**config.mk**
```make
export PLATFORM = sky130hd
export DESIGN_NAME = wrp_supervisor
export DESIGN_NICKNAME = d
export VERILOG_FILES = /design/src/pkg/wrp_pkg.sv /design/src/pkg/wrp_wd_if.sv /design/src/rtl/wrp_wd_core.sv /design/src/rtl/wrp_supervisor.sv
export VERILOG_INCLUDE_DIRS = /design/src /design/src/pkg
export SDC_FILE = /design/constraint.sdc
export NUM_CORES = 1
export LEC_CHECK = 0
export BUFFER_PORTS_ARGS = -buffer_cell sky130_fd_sc_hd__buf_2
export CAP_MARGIN = 10
export CORE_MARGIN = 2
export CORE_UTILIZATION = 28
export DETAILED_ROUTE_END_ITERATION = 10
export PLACE_DENSITY = 0.43
export SLEW_MARGIN = 20
export SYNTH_ARGS = -nofsm -noshare
export SYNTH_HDL_FRONTEND = slang
export SYNTH_HIERARCHICAL = 1
export SYNTH_SLANG_ARGS = --single-unit
export TNS_END_PERCENT = 30
```
**constraint.sdc**
```tcl
create_clock -name clk_sys -period 2.7 [get_ports clk_sys]
set_input_delay 0.54 -clock clk_sys [delete_from_list [all_inputs] [get_ports clk_sys]]
set_output_delay 0.54 -clock clk_sys [all_outputs]
set_load 0.03 [all_outputs]
```
**src/pkg/wrp_consts.svh**
```systemverilog
`ifndef WRP_CONSTS_SVH
`define WRP_CONSTS_SVH

// Special-function register addresses on the core's register port.
`define WRP_ADDR_PMC 8'h87
`define WRP_ADDR_CDC 8'h94
`define WRP_ADDR_PRIO 8'hB8
`define WRP_ADDR_RELOAD 8'hD9
`define WRP_ADDR_PPE 8'hF1
`define WRP_ADDR_IEA 8'hA8
`define WRP_ADDR_IEB 8'hB9

// Field positions.
`define WRP_PMC_IDLE 0
`define WRP_PMC_STOP 1
`define WRP_PMC_GFA 2
`define WRP_PMC_GFB 3
`define WRP_PMC_SERIAL_RATE_DOUBLER 7
`define WRP_CDC_SOFT 7
`define WRP_CDC_IRQNS 4
`define WRP_PRIO_WDF 6
`define WRP_PPE_WDEN 6
`define WRP_IE_WD 6
`define WRP_RELOAD_WD_PRESCALE_SELECT 7

// Writable masks and reset values.
`define WRP_PMC_WMASK 8'h8C
`define WRP_CDC_WMASK 8'h1F
`define WRP_PRIO_WMASK 8'hBF
`define WRP_RESET_VAL 8'h00

// Timing counts in clock cycles or divided ticks.
`define WRP_PRESC_FAST 9'd24
`define WRP_PRESC_SLOW 9'd384
`define WRP_RST_HOLD 4'd8
`define WRP_DIV_MAX 4'd9
`define WRP_WD_LAST 15'h7FFF

`endif

```
**src/pkg/wrp_pkg.sv**
```systemverilog
package wrp_pkg;
  // Processor power mode, Gray coded along run, pause, freeze.
  typedef enum logic [1:0] {
    WRP_RUN = 2'b00,
    WRP_PAUSE = 2'b01,
    WRP_FREEZE = 2'b11
  } wrp_pm_t;
  typedef logic [7:0] wrp_byte_t;
endpackage

```
**src/pkg/wrp_wd_if.sv**
```systemverilog
interface wrp_wd_if;
  logic tick;
  logic enable;
  logic start;
  logic clear;
  logic [6:0] reload;
  logic wd_prescale_select;
  logic running;
  logic overflow;
  logic [14:0] count;
  modport ctrl (
    output tick, enable, start, clear, reload, wd_prescale_select,
    input running, overflow, count
  );
  modport core (
    input tick, enable, start, clear, reload, wd_prescale_select,
    output running, overflow, count
  );
endinterface

```
**src/rtl/wrp_wd_core.sv**
```systemverilog
`include "wrp_consts.svh"
module wrp_wd_core
  import wrp_pkg::*;
#(
  parameter int CNT_W = 15,
  parameter int REL_W = 7
) (
  // Clock and power-on reset.
  input wire logic clk_sys,
  input wire logic rst,
  // Control side.
  wrp_wd_if.core wd
);
  // Elaboration guard: the carrier interface moves a seven-bit reload only.
  if (CNT_W != REL_W + 8 || REL_W != 7) begin : g_width_guard
    $error("counter width must be reload width plus eight, reload seven bits");
  end

  logic [8:0] presc_q;
  logic [CNT_W-1:0] cnt_q;
  logic run_q;
  logic ovf_q;
  logic [8:0] limit;
  logic step;

  ////////////////////////////////////////////////////////////////////////////
  // The prescaler ends a period after 24 or 384 divided ticks.
  assign limit = wd.wd_prescale_select ? `WRP_PRESC_SLOW : `WRP_PRESC_FAST;
  assign step = run_q && wd.enable && wd.tick && (presc_q == limit - 9'd1);
  assign wd.running = run_q;
  assign wd.count = cnt_q;
  assign wd.overflow = ovf_q;

  // Counter and prescaler; a first start begins from zero, a refresh from reload.
  always_ff @(posedge clk_sys or posedge rst) begin
    if (rst) begin
      presc_q <= 9'h000;
      cnt_q <= '0;
      run_q <= 1'b0;
    end else if (wd.clear) begin
      presc_q <= 9'h000;
      cnt_q <= '0;
      run_q <= 1'b0;
    end else if (wd.start) begin
      presc_q <= 9'h000;
      cnt_q <= run_q ? {wd.reload, 8'h00} : '0;
      run_q <= 1'b1;
    end else if (run_q && wd.enable && wd.tick) begin
      presc_q <= step ? 9'h000 : presc_q + 9'd1;
      if (step) begin
        cnt_q <= cnt_q + 1'b1;
      end
    end
  end

  // A one-cycle pulse marks the counter entering its last state.
  always_ff @(posedge clk_sys or posedge rst) begin
    if (rst) begin
      ovf_q <= 1'b0;
    end else begin
      ovf_q <= step && !wd.clear && !wd.start && (cnt_q == `WRP_WD_LAST - 15'd1);
    end
  end
endmodule

```
**src/rtl/wrp_supervisor.sv**
```systemverilog
// Function
// - Soft reset bit write causes system reset
// - Soft reset bit seven, reads zero
// - Low supply holds reset until released
// - Power-on reset clears all registers, peripherals off
// - Pause bit stops processor clock only
// - Enabled interrupt or reset ends pause
// - Freeze bit stops all internal clocking
// - Only external wake sources or reset end freeze
// - Pause and freeze bits act, read zero
// - Rate doubler bit drives serial port speed
// - Fifteen-bit counter, not software visible
// - Prescale 24 or 384 input ticks
// - Refresh loads reload into upper bits
// - Watchdog counts divided system clock ticks
// - Watchdog counts only while enabled
// - Refresh needs back-to-back flag, start writes
// - First start begins counting from zero
// - Last count sets flag and resets
// - Overflow flag survives all but power-on and low-supply reset
// - User flag and general flags stored
`include "wrp_consts.svh"
module wrp_supervisor
  import wrp_pkg::*;
#(
  parameter int CNT_W = 15,
  parameter int REL_W = 7
) (
  // Clock and power-on reset.
  input wire logic clk_sys,
  input wire logic rst,
  // Special-function register port of the core.
  input wire logic [7:0] sfr_addr,
  input wire logic sfr_wr,
  input wire logic [7:0] sfr_wdata,
  input wire logic sfr_rd,
  output logic [7:0] sfr_rdata_q,
  output logic sfr_hit_q,
  // Reset sources.
  input wire logic supply_low,
  input wire logic ext_reset_n,
  // Wake sources.
  input wire logic irq_enabled_pending,
  input wire logic external_interrupt_zero,
  input wire logic spi_rx_event,
  input wire logic spi_overrun_event,
  input wire logic i2c_event,
  // System controls.
  output logic sys_reset_q,
  output logic cpu_clk_en_q,
  output logic periph_clk_en_q,
  output logic serial_rate_doubler_q,
  output logic [3:0] master_clock_divisor_q,
  output logic irq_norm_speed_q,
  output logic [7:0] peripheral_power_enable_q,
  output logic wd_overflow_flag_q
);
  // Elaboration guard: the carrier interface moves a seven-bit reload only.
  if (CNT_W != REL_W + 8 || REL_W != 7) begin : g_width_guard
    $error("counter width must be reload width plus eight, reload seven bits");
  end

  wrp_wd_if wd ();

  wrp_wd_core #(
    .CNT_W(CNT_W),
    .REL_W(REL_W)
  ) u_core (
    .clk_sys(clk_sys),
    .rst(rst),
    .wd(wd)
  );

  ////////////////////////////////////////////////////////////////////////////
  // Write decode shared by every register.
  function automatic logic wr_to(input logic [7:0] a, input logic [7:0] target,
                                 input logic we);
    wr_to = we && (a == target);
  endfunction

  // Divider mask for the master clock divisor, saturating at the largest ratio.
  function automatic logic [8:0] div_mask(input logic [3:0] sel);
    logic [3:0] s;
    s = (sel > `WRP_DIV_MAX) ? `WRP_DIV_MAX : sel;
    div_mask = 9'(({9'h000, 1'b1} << s) - 10'd1);
  endfunction

  logic wr_pmc;
  logic wr_cdc;
  logic wr_prio;
  logic wr_reload;
  logic wr_ppe;
  logic wr_iea;
  logic wr_ieb;

  assign wr_pmc = wr_to(sfr_addr, `WRP_ADDR_PMC, sfr_wr);
  assign wr_cdc = wr_to(sfr_addr, `WRP_ADDR_CDC, sfr_wr);
  assign wr_prio = wr_to(sfr_addr, `WRP_ADDR_PRIO, sfr_wr);
  assign wr_reload = wr_to(sfr_addr, `WRP_ADDR_RELOAD, sfr_wr);
  assign wr_ppe = wr_to(sfr_addr, `WRP_ADDR_PPE, sfr_wr);
  assign wr_iea = wr_to(sfr_addr, `WRP_ADDR_IEA, sfr_wr) && sfr_wdata[`WRP_IE_WD];
  assign wr_ieb = wr_to(sfr_addr, `WRP_ADDR_IEB, sfr_wr) && sfr_wdata[`WRP_IE_WD];

  ////////////////////////////////////////////////////////////////////////////
  // Reset gathering. Soft and watchdog requests are stretched so that the
  // whole system sees a clean pulse; supply and pin hold reset as levels.
  logic [3:0] rst_cnt_q;
  logic [3:0] rst_cnt_d;
  logic rst_trig;
  logic reset_d;

  assign rst_trig = (wr_cdc && sfr_wdata[`WRP_CDC_SOFT]) || wd.overflow;
  assign rst_cnt_d = rst_trig ? `WRP_RST_HOLD :
                     (rst_cnt_q != 4'd0) ? rst_cnt_q - 4'd1 : 4'd0;
  assign reset_d = rst_trig || supply_low || !ext_reset_n || (rst_cnt_q > 4'd1);

  always_ff @(posedge clk_sys or posedge rst) begin
    if (rst) begin
      rst_cnt_q <= `WRP_RST_HOLD;
      sys_reset_q <= 1'b1;
    end else begin
      rst_cnt_q <= rst_cnt_d;
      sys_reset_q <= reset_d;
    end
  end

  ////////////////////////////////////////////////////////////////////////////
  // Stored configuration. Every system reset returns it to default, which
  // also switches all peripherals off through the power enable byte.
  logic [7:0] pmc_flags_q;
  logic [7:0] cdc_q;
  logic [7:0] prio_q;
  logic [7:0] reload_q;

  always_ff @(posedge clk_sys or posedge rst) begin
    if (rst) begin
      pmc_flags_q <= `WRP_RESET_VAL;
      cdc_q <= `WRP_RESET_VAL;
      prio_q <= `WRP_RESET_VAL;
      reload_q <= `WRP_RESET_VAL;
      peripheral_power_enable_q <= `WRP_RESET_VAL;
    end else if (sys_reset_q) begin
      pmc_flags_q <= `WRP_RESET_VAL;
      cdc_q <= `WRP_RESET_VAL;
      prio_q <= `WRP_RESET_VAL;
      reload_q <= `WRP_RESET_VAL;
      peripheral_power_enable_q <= `WRP_RESET_VAL;
    end else begin
      if (wr_pmc) begin
        pmc_flags_q <= sfr_wdata & `WRP_PMC_WMASK;
      end
      if (wr_cdc) begin
        cdc_q <= sfr_wdata & `WRP_CDC_WMASK;
      end
      if (wr_prio) begin
        prio_q <= sfr_wdata & `WRP_PRIO_WMASK;
      end
      if (wr_reload) begin
        reload_q <= sfr_wdata;
      end
      if (wr_ppe) begin
        peripheral_power_enable_q <= sfr_wdata;
      end
    end
  end

  // Configuration fields that leave the block.
  always_ff @(posedge clk_sys or posedge rst) begin
    if (rst) begin
      serial_rate_doubler_q <= 1'b0;
      master_clock_divisor_q <= 4'h0;
      irq_norm_speed_q <= 1'b0;
    end else begin
      serial_rate_doubler_q <= pmc_flags_q[`WRP_PMC_SERIAL_RATE_DOUBLER];
      master_clock_divisor_q <= cdc_q[3:0];
      irq_norm_speed_q <= cdc_q[`WRP_CDC_IRQNS];
    end
  end

  ////////////////////////////////////////////////////////////////////////////
  // Overflow flag: only power-on or low supply clears it outright, software
  // clears it by writing zero, and a simultaneous overflow wins.
  always_ff @(posedge clk_sys or posedge rst) begin
    if (rst) begin
      wd_overflow_flag_q <= 1'b0;
    end else if (supply_low) begin
      wd_overflow_flag_q <= 1'b0;
    end else if (wd.overflow) begin
      wd_overflow_flag_q <= 1'b1;
    end else if (wr_prio && !sys_reset_q) begin
      // A write during system reset is refused like every other write.
      wd_overflow_flag_q <= wd_overflow_flag_q & sfr_wdata[`WRP_PRIO_WDF];
    end
  end

  ////////////////////////////////////////////////////////////////////////////
  // Power modes. Freeze beats pause when both bits are written at once.
  wrp_pm_t pm_q;
  wrp_pm_t pm_d;
  logic freeze_wake;

  assign freeze_wake = external_interrupt_zero || spi_rx_event || spi_overrun_event ||
                       i2c_event;

  always_comb begin
    pm_d = pm_q;
    case (pm_q)
      WRP_RUN: begin
        if (wr_pmc && sfr_wdata[`WRP_PMC_STOP]) begin
          pm_d = WRP_FREEZE;
        end else if (wr_pmc && sfr_wdata[`WRP_PMC_IDLE]) begin
          pm_d = WRP_PAUSE;
        end
      end
      WRP_PAUSE: begin
        if (irq_enabled_pending) begin
          pm_d = WRP_RUN;
        end
      end
      WRP_FREEZE: begin
        if (freeze_wake) begin
          pm_d = WRP_RUN;
        end
      end
      default: begin
        pm_d = WRP_RUN;
      end
    endcase
    if (reset_d || sys_reset_q) begin
      pm_d = WRP_RUN;
    end
  end

  always_ff @(posedge clk_sys or posedge rst) begin
    if (rst) begin
      pm_q <= WRP_RUN;
    end else begin
      pm_q <= pm_d;
    end
  end

  // Clock enables follow the next mode so that they leave a flip-flop.
  always_ff @(posedge clk_sys or posedge rst) begin
    if (rst) begin
      cpu_clk_en_q <= 1'b1;
      periph_clk_en_q <= 1'b1;
    end else begin
      cpu_clk_en_q <= (pm_d == WRP_RUN);
      periph_clk_en_q <= (pm_d != WRP_FREEZE);
    end
  end

  ////////////////////////////////////////////////////////////////////////////
  // Master clock divider. The watchdog sees one tick per divided clock, so a
  // slower system clock stretches the timeout; freeze halts it altogether.
  logic [8:0] div_cnt_q;
  logic tick_q;

  always_ff @(posedge clk_sys or posedge rst) begin
    if (rst) begin
      div_cnt_q <= 9'h000;
      tick_q <= 1'b0;
    end else if (pm_q == WRP_FREEZE) begin
      div_cnt_q <= 9'h000;
      tick_q <= 1'b0;
    end else begin
      div_cnt_q <= div_cnt_q + 9'd1;
      tick_q <= (div_cnt_q & div_mask(cdc_q[3:0])) == div_mask(cdc_q[3:0]);
    end
  end

  ////////////////////////////////////////////////////////////////////////////
  // Two-step refresh. The flag write arms; the very next register write must
  // be the start write, otherwise the arming is thrown away. A lone start
  // write does nothing, which protects against a runaway program.
  logic armed_q;
  logic start_q;

  always_ff @(posedge clk_sys or posedge rst) begin
    if (rst) begin
      armed_q <= 1'b0;
      start_q <= 1'b0;
    end else if (sys_reset_q) begin
      armed_q <= 1'b0;
      start_q <= 1'b0;
    end else begin
      start_q <= armed_q && wr_ieb;
      if (sfr_wr) begin
        armed_q <= wr_iea && !armed_q;
      end
    end
  end

  assign wd.tick = tick_q;
  assign wd.enable = peripheral_power_enable_q[`WRP_PPE_WDEN];
  assign wd.start = start_q;
  assign wd.clear = sys_reset_q;
  assign wd.reload = reload_q[REL_W-1:0];
  assign wd.wd_prescale_select = reload_q[`WRP_RELOAD_WD_PRESCALE_SELECT];

  ////////////////////////////////////////////////////////////////////////////
  // Register read-back. The counter itself has no address at all.
  logic [7:0] rd_val;
  logic rd_hit;

  always_comb begin
    rd_hit = 1'b1;
    case (sfr_addr)
      `WRP_ADDR_PMC: rd_val = pmc_flags_q;
      `WRP_ADDR_CDC: rd_val = cdc_q;
      `WRP_ADDR_PRIO: rd_val = {prio_q[7], wd_overflow_flag_q, prio_q[5:0]};
      `WRP_ADDR_RELOAD: rd_val = reload_q;
      `WRP_ADDR_PPE: rd_val = peripheral_power_enable_q;
      default: begin
        rd_val = 8'h00;
        rd_hit = 1'b0;
      end
    endcase
  end

  always_ff @(posedge clk_sys or posedge rst) begin
    if (rst) begin
      sfr_rdata_q <= 8'h00;
      sfr_hit_q <= 1'b0;
    end else begin
      sfr_rdata_q <= sfr_rd ? rd_val : 8'h00;
      sfr_hit_q <= sfr_rd && rd_hit;
    end
  end
endmodule

```
==> Implementation_results.wiki <==
{| class="wikitable"
! Metric !! Value
|-
| Vertical die dimension || 132 um
|-
| Proportion of synthesized chip area in sequential cells || 51.2%
|-
| Reg area || 0.00236 sq mm
|-
| Netlist area before placement || 0.00460 sq mm
|-
| Nets@finish || 545
|-
| Initial core utilization || 28.8%
|-
| Area of the multi-input gates || 0.00212 sq mm
|-
| Run status || finished clean
|-
| DR DRC count || 0
|-
| Global-route wire length before repair || 20200 um
|-
| Die Footprint || 0.0175 sq mm
|-
| CTS sink count || 94
|-
| Standby leakage power || 2.51 nW
|-
| Sequence of cells on the critical path || or4b_2 -> ha_1 -> nand2b_1 -> a21oi_1 -> a311o_1 -> a2111oi_0
|-
| Count of antenna diodes in the layout || 0
|-
| Count of synthesis-stage warnings from yosys || 6
|-
| Routed vias || 3644
|-
| Overall power || 0.00304 W
|-
| Clock tree from TritonCTS || done
|-
| Clock latency of the later-clocked register in the worst-skew pair || 0.36 ns
|-
| Count of buffers from port buffering || 53
|-
| Endpoint required time on the critical path || 2.93 ns
|-
| Maximum single-stage delay on the critical path || 0.66 ns
|-
| Maxcap violations || 0
|-
| Main area contributors after synthesis || sky130_fd_sc_hd__dfrtp_1, sky130_fd_sc_hd__mux2i_1, sky130_fd_sc_hd__nor2_1
|-
| Worst endpoint data arrival time || 2.59 ns
|-
| Unrepaired setup endpoints after global routing || no
|-
| Antenna violations before repair || 0
|-
| Via-per-instance ratio || 4.96
|-
| Final period util || 87.6%
|-
| Hold buffers post-CTS || 0
|-
| Die width || 132 um
|-
| Number of CTS-inserted buffers || 9
|-
| Detailed Route WL || 12600 um
|-
| Fraction of registers with async set or reset after synthesis || 100%
|-
| Worst Max-Slew Pin Slew || 0.556 ns
|-
| Worst reg2reg startpoint || cdc_q[3]$_DFFE_PP0P_
|-
| Share of the synthesized area in the top cell type || 48.9%
|-
| Post-cts repair resize count || 0
|-
| Launch point of the critical path || cdc_q[3]$_DFFE_PP0P_
|-
| Number of synthesized flops with an enable pin || 0
|-
| Pre-antenna DRT Iters || 5
|-
| Flip-flop and latch count after synthesis || 94
|-
| Mean routed wirelength per cell || 17.2 um
|-
| Relative slew slack || 62.9%
|-
| Critical path launch point type || register
|-
| Max Root-Sink Buffers || 2
|-
| Power Density || 553 mW/mm^2
|-
| Final setup violating endpoints || 0
|-
| I/O pin total || 54
|-
| Avg Cell Area, Syn || 10.1 sq um
|-
| Post-synth net total || 489
|-
| Critical Path Slowest Stage Cell || sky130_fd_sc_hd__or4b_2
|-
| CTS H-tree lvls || 3
|-
| Post-Synthesis Cells || 457
|-
| Dominant cell type by area after synthesis || sky130_fd_sc_hd__dfrtp_1
|-
| Critical path capture point type || register
|-
| Number of distinct library cells after synthesis || 64
|-
| Path type of the worst setup path || reg2reg
|-
| Most common cell in the netlist || sky130_fd_sc_hd__dfrtp_1
|-
| Hold slack || 0.234 ns
|-
| Overall fraction of global-route tracks in use || 14.8%
|-
| FMAX || 423 MHz
|-
| Clk_skew || 0.00687 ns
|-
| Setup repair bufs after CTS || 0
|-
| Number of fill cells in the layout || 1684
|-
| Final hold violation count || 0
|-
| Maximum vdd ir drop || 0.000347 V
|-
| Minimum clock period after layout || 2.37 ns
|-
| Area of the placeable core || 0.0160 sq mm
|-
| Iteration-0 DRC count of the detailed router || 193
|-
| HPWL after detailed placement || 8920 um
|-
| Global-route congestion overflow total || 0
|-
| CTS clk-pin slew, worst paths || 0.07 ns
|-
| Fraction of layout instances using a drive strength above 1 || 20.8%
|-
| Post-route ant nets || 0
|-
| Clock Root Buffer || sky130_fd_sc_hd__clkbuf_16
|-
| Top fanout value on the critical path || 9
|-
| Row count || 46
|-
| Commonest cells in the netlist || sky130_fd_sc_hd__dfrtp_1, sky130_fd_sc_hd__nor2_1, sky130_fd_sc_hd__nand2_1
|-
| Number of pins exceeding their max-slew limit in the final report || 0
|-
| Synthesis-to-finish area growth || 19.5%
|-
| Class of the tightest hold or removal check || in2async
|-
| Top flip-flop cell by instance count after synthesis || sky130_fd_sc_hd__dfrtp_1
|-
| Weighted congestion reported at the end of routability-driven placement || 0.821
|-
| Largest net degree at the start of global routing || 46
|-
| Vias in the first global route || 3702
|-
| Setup Total Neg Slack || 0 ns
|}
critical path: cells and delay by family (launching register included):
family	cells	cell delay, ns
simple gates	2	0.77
fa+ha+maj	1	0.26
compound gates	3	0.73
flops	1	0.48
final cells by class:
type | count | area share (%)
clock buffer | 9 | 4.09
clock inverter | 7 | 2.18
inverter | 10 | 0.682
multi-input combinational | 332 | 38.5
sequential | 94 | 42.8
tap | 216 | 4.91
timing repair buffer | 66 | 6.82
cells in the final DEF, fill, tap and decap left out, types with 4 or more instances in the layout:
cell,instances
sky130_fd_sc_hd__a21oi_1,25
sky130_fd_sc_hd__a22o_1,8
sky130_fd_sc_hd__a22oi_1,8
sky130_fd_sc_hd__and2_1,6
sky130_fd_sc_hd__and3_1,6
sky130_fd_sc_hd__and4_1,4
sky130_fd_sc_hd__buf_2,53
sky130_fd_sc_hd__buf_4,12
sky130_fd_sc_hd__clkbuf_16,9
sky130_fd_sc_hd__dfrtp_1,90
sky130_fd_sc_hd__dfstp_2,4
sky130_fd_sc_hd__ha_1,5
sky130_fd_sc_hd__inv_1,9
sky130_fd_sc_hd__mux2i_1,20
sky130_fd_sc_hd__nand2_1,42
sky130_fd_sc_hd__nand3_1,25
sky130_fd_sc_hd__nand3b_1,4
sky130_fd_sc_hd__nand4_1,11
sky130_fd_sc_hd__nor2_1,53
sky130_fd_sc_hd__nor2b_1,6
sky130_fd_sc_hd__nor3_1,7
sky130_fd_sc_hd__nor3_2,4
sky130_fd_sc_hd__o21ai_0,8
sky130_fd_sc_hd__o21ai_1,8
sky130_fd_sc_hd__or3_1,4
sky130_fd_sc_hd__xnor2_1,10
sky130_fd_sc_hd__xor2_1,16
per-layer routing:
layer	vias to the layer above	GRT usage, %	wire length, um
met5	-	0	0
met2	55	24.3	6170
met3	8	3.77	488
met4	0	5.02	115
li1	1743	-	-
met1	1838	19.1	5820
registers in the layout, indices dropped and copies added (netlist names), 2 cells and up:
| register | count |
|---|---|
| pm_q | 2 |
| reload_q | 8 |
| master_clock_divisor_q | 4 |
| sfr_rdata_q | 8 |
| u_core/presc_q | 9 |
| cdc_q | 5 |
| u_core/wd.count | 15 |
| pmc_flags_q | 3 |
| prio_q | 7 |
| rst_cnt_q | 4 |
| div_cnt_q | 9 |
| peripheral_power_enable_q | 8 |
path summary, 6_finish.rpt:
path | cells after the start | slack (ns) | to
hold / removal | 2 | 0.23 | sfr_rdata_q[6]$_DFF_PP0_
min in group clk_sys | 2 | 0.38 | wd_overflow_flag_q$_DFFE_PP0P_
setup reg to reg | 6 | 0.33 | tick_q$_DFF_PP0_
max in group asynchronous | 3 | 1.76 | periph_clk_en_q$_DFF_PP1_
hold reg to reg | 0 | 0.43 | serial_rate_doubler_q$_DFF_PP0_
setup / recovery | 6 | 0.33 | tick_q$_DFF_PP0_
per-stage QoR:
step	area, sq um	util [%]	std cells	worst slack (ns)
5_1_grt	5500	34.4	734	0.115
6_report	5500	34.4	734	0.335
2_1_floorplan	4600	-	457	0.393
4_1_cts	5500	34.4	734	0.324
3_3_place_gp	5160	32.2	718	0.407
3_5_place_dp	5160	32.2	718	0.365
where the power goes:
group | total [W] | switching, W | leakage [nW] | internal [W]
Clock | 0.00150 | 0.000596 | 0.166 | 0.000909
Combinational | 0.000122 | 0.0000879 | 1.07 | 0.0000345
Sequential | 0.00141 | 0.00000472 | 1.28 | 0.00141
Total | 0.00304 | 0.000688 | 2.51 | 0.00235
logic make-up (layout without fill, tap and decap cells):
| group | count (synthesis) | count (layout) | synth area share (%) |
|---|---|---|---|
| and+or+nand+nor | 203 | 203 | 24.0 |
| AOI/OAI and AO/OA | 78 | 78 | 11.3 |
| xor gates and xnor gates | 26 | 26 | 4.95 |
| DFF | 94 | 94 | 51.2 |
| buffers and inverters | 31 | 92 | 2.80 |
| muxes | 20 | 20 | 4.35 |
| adders and majority gates | 5 | 5 | 1.36 |
(Power assumes the default switching activity.)
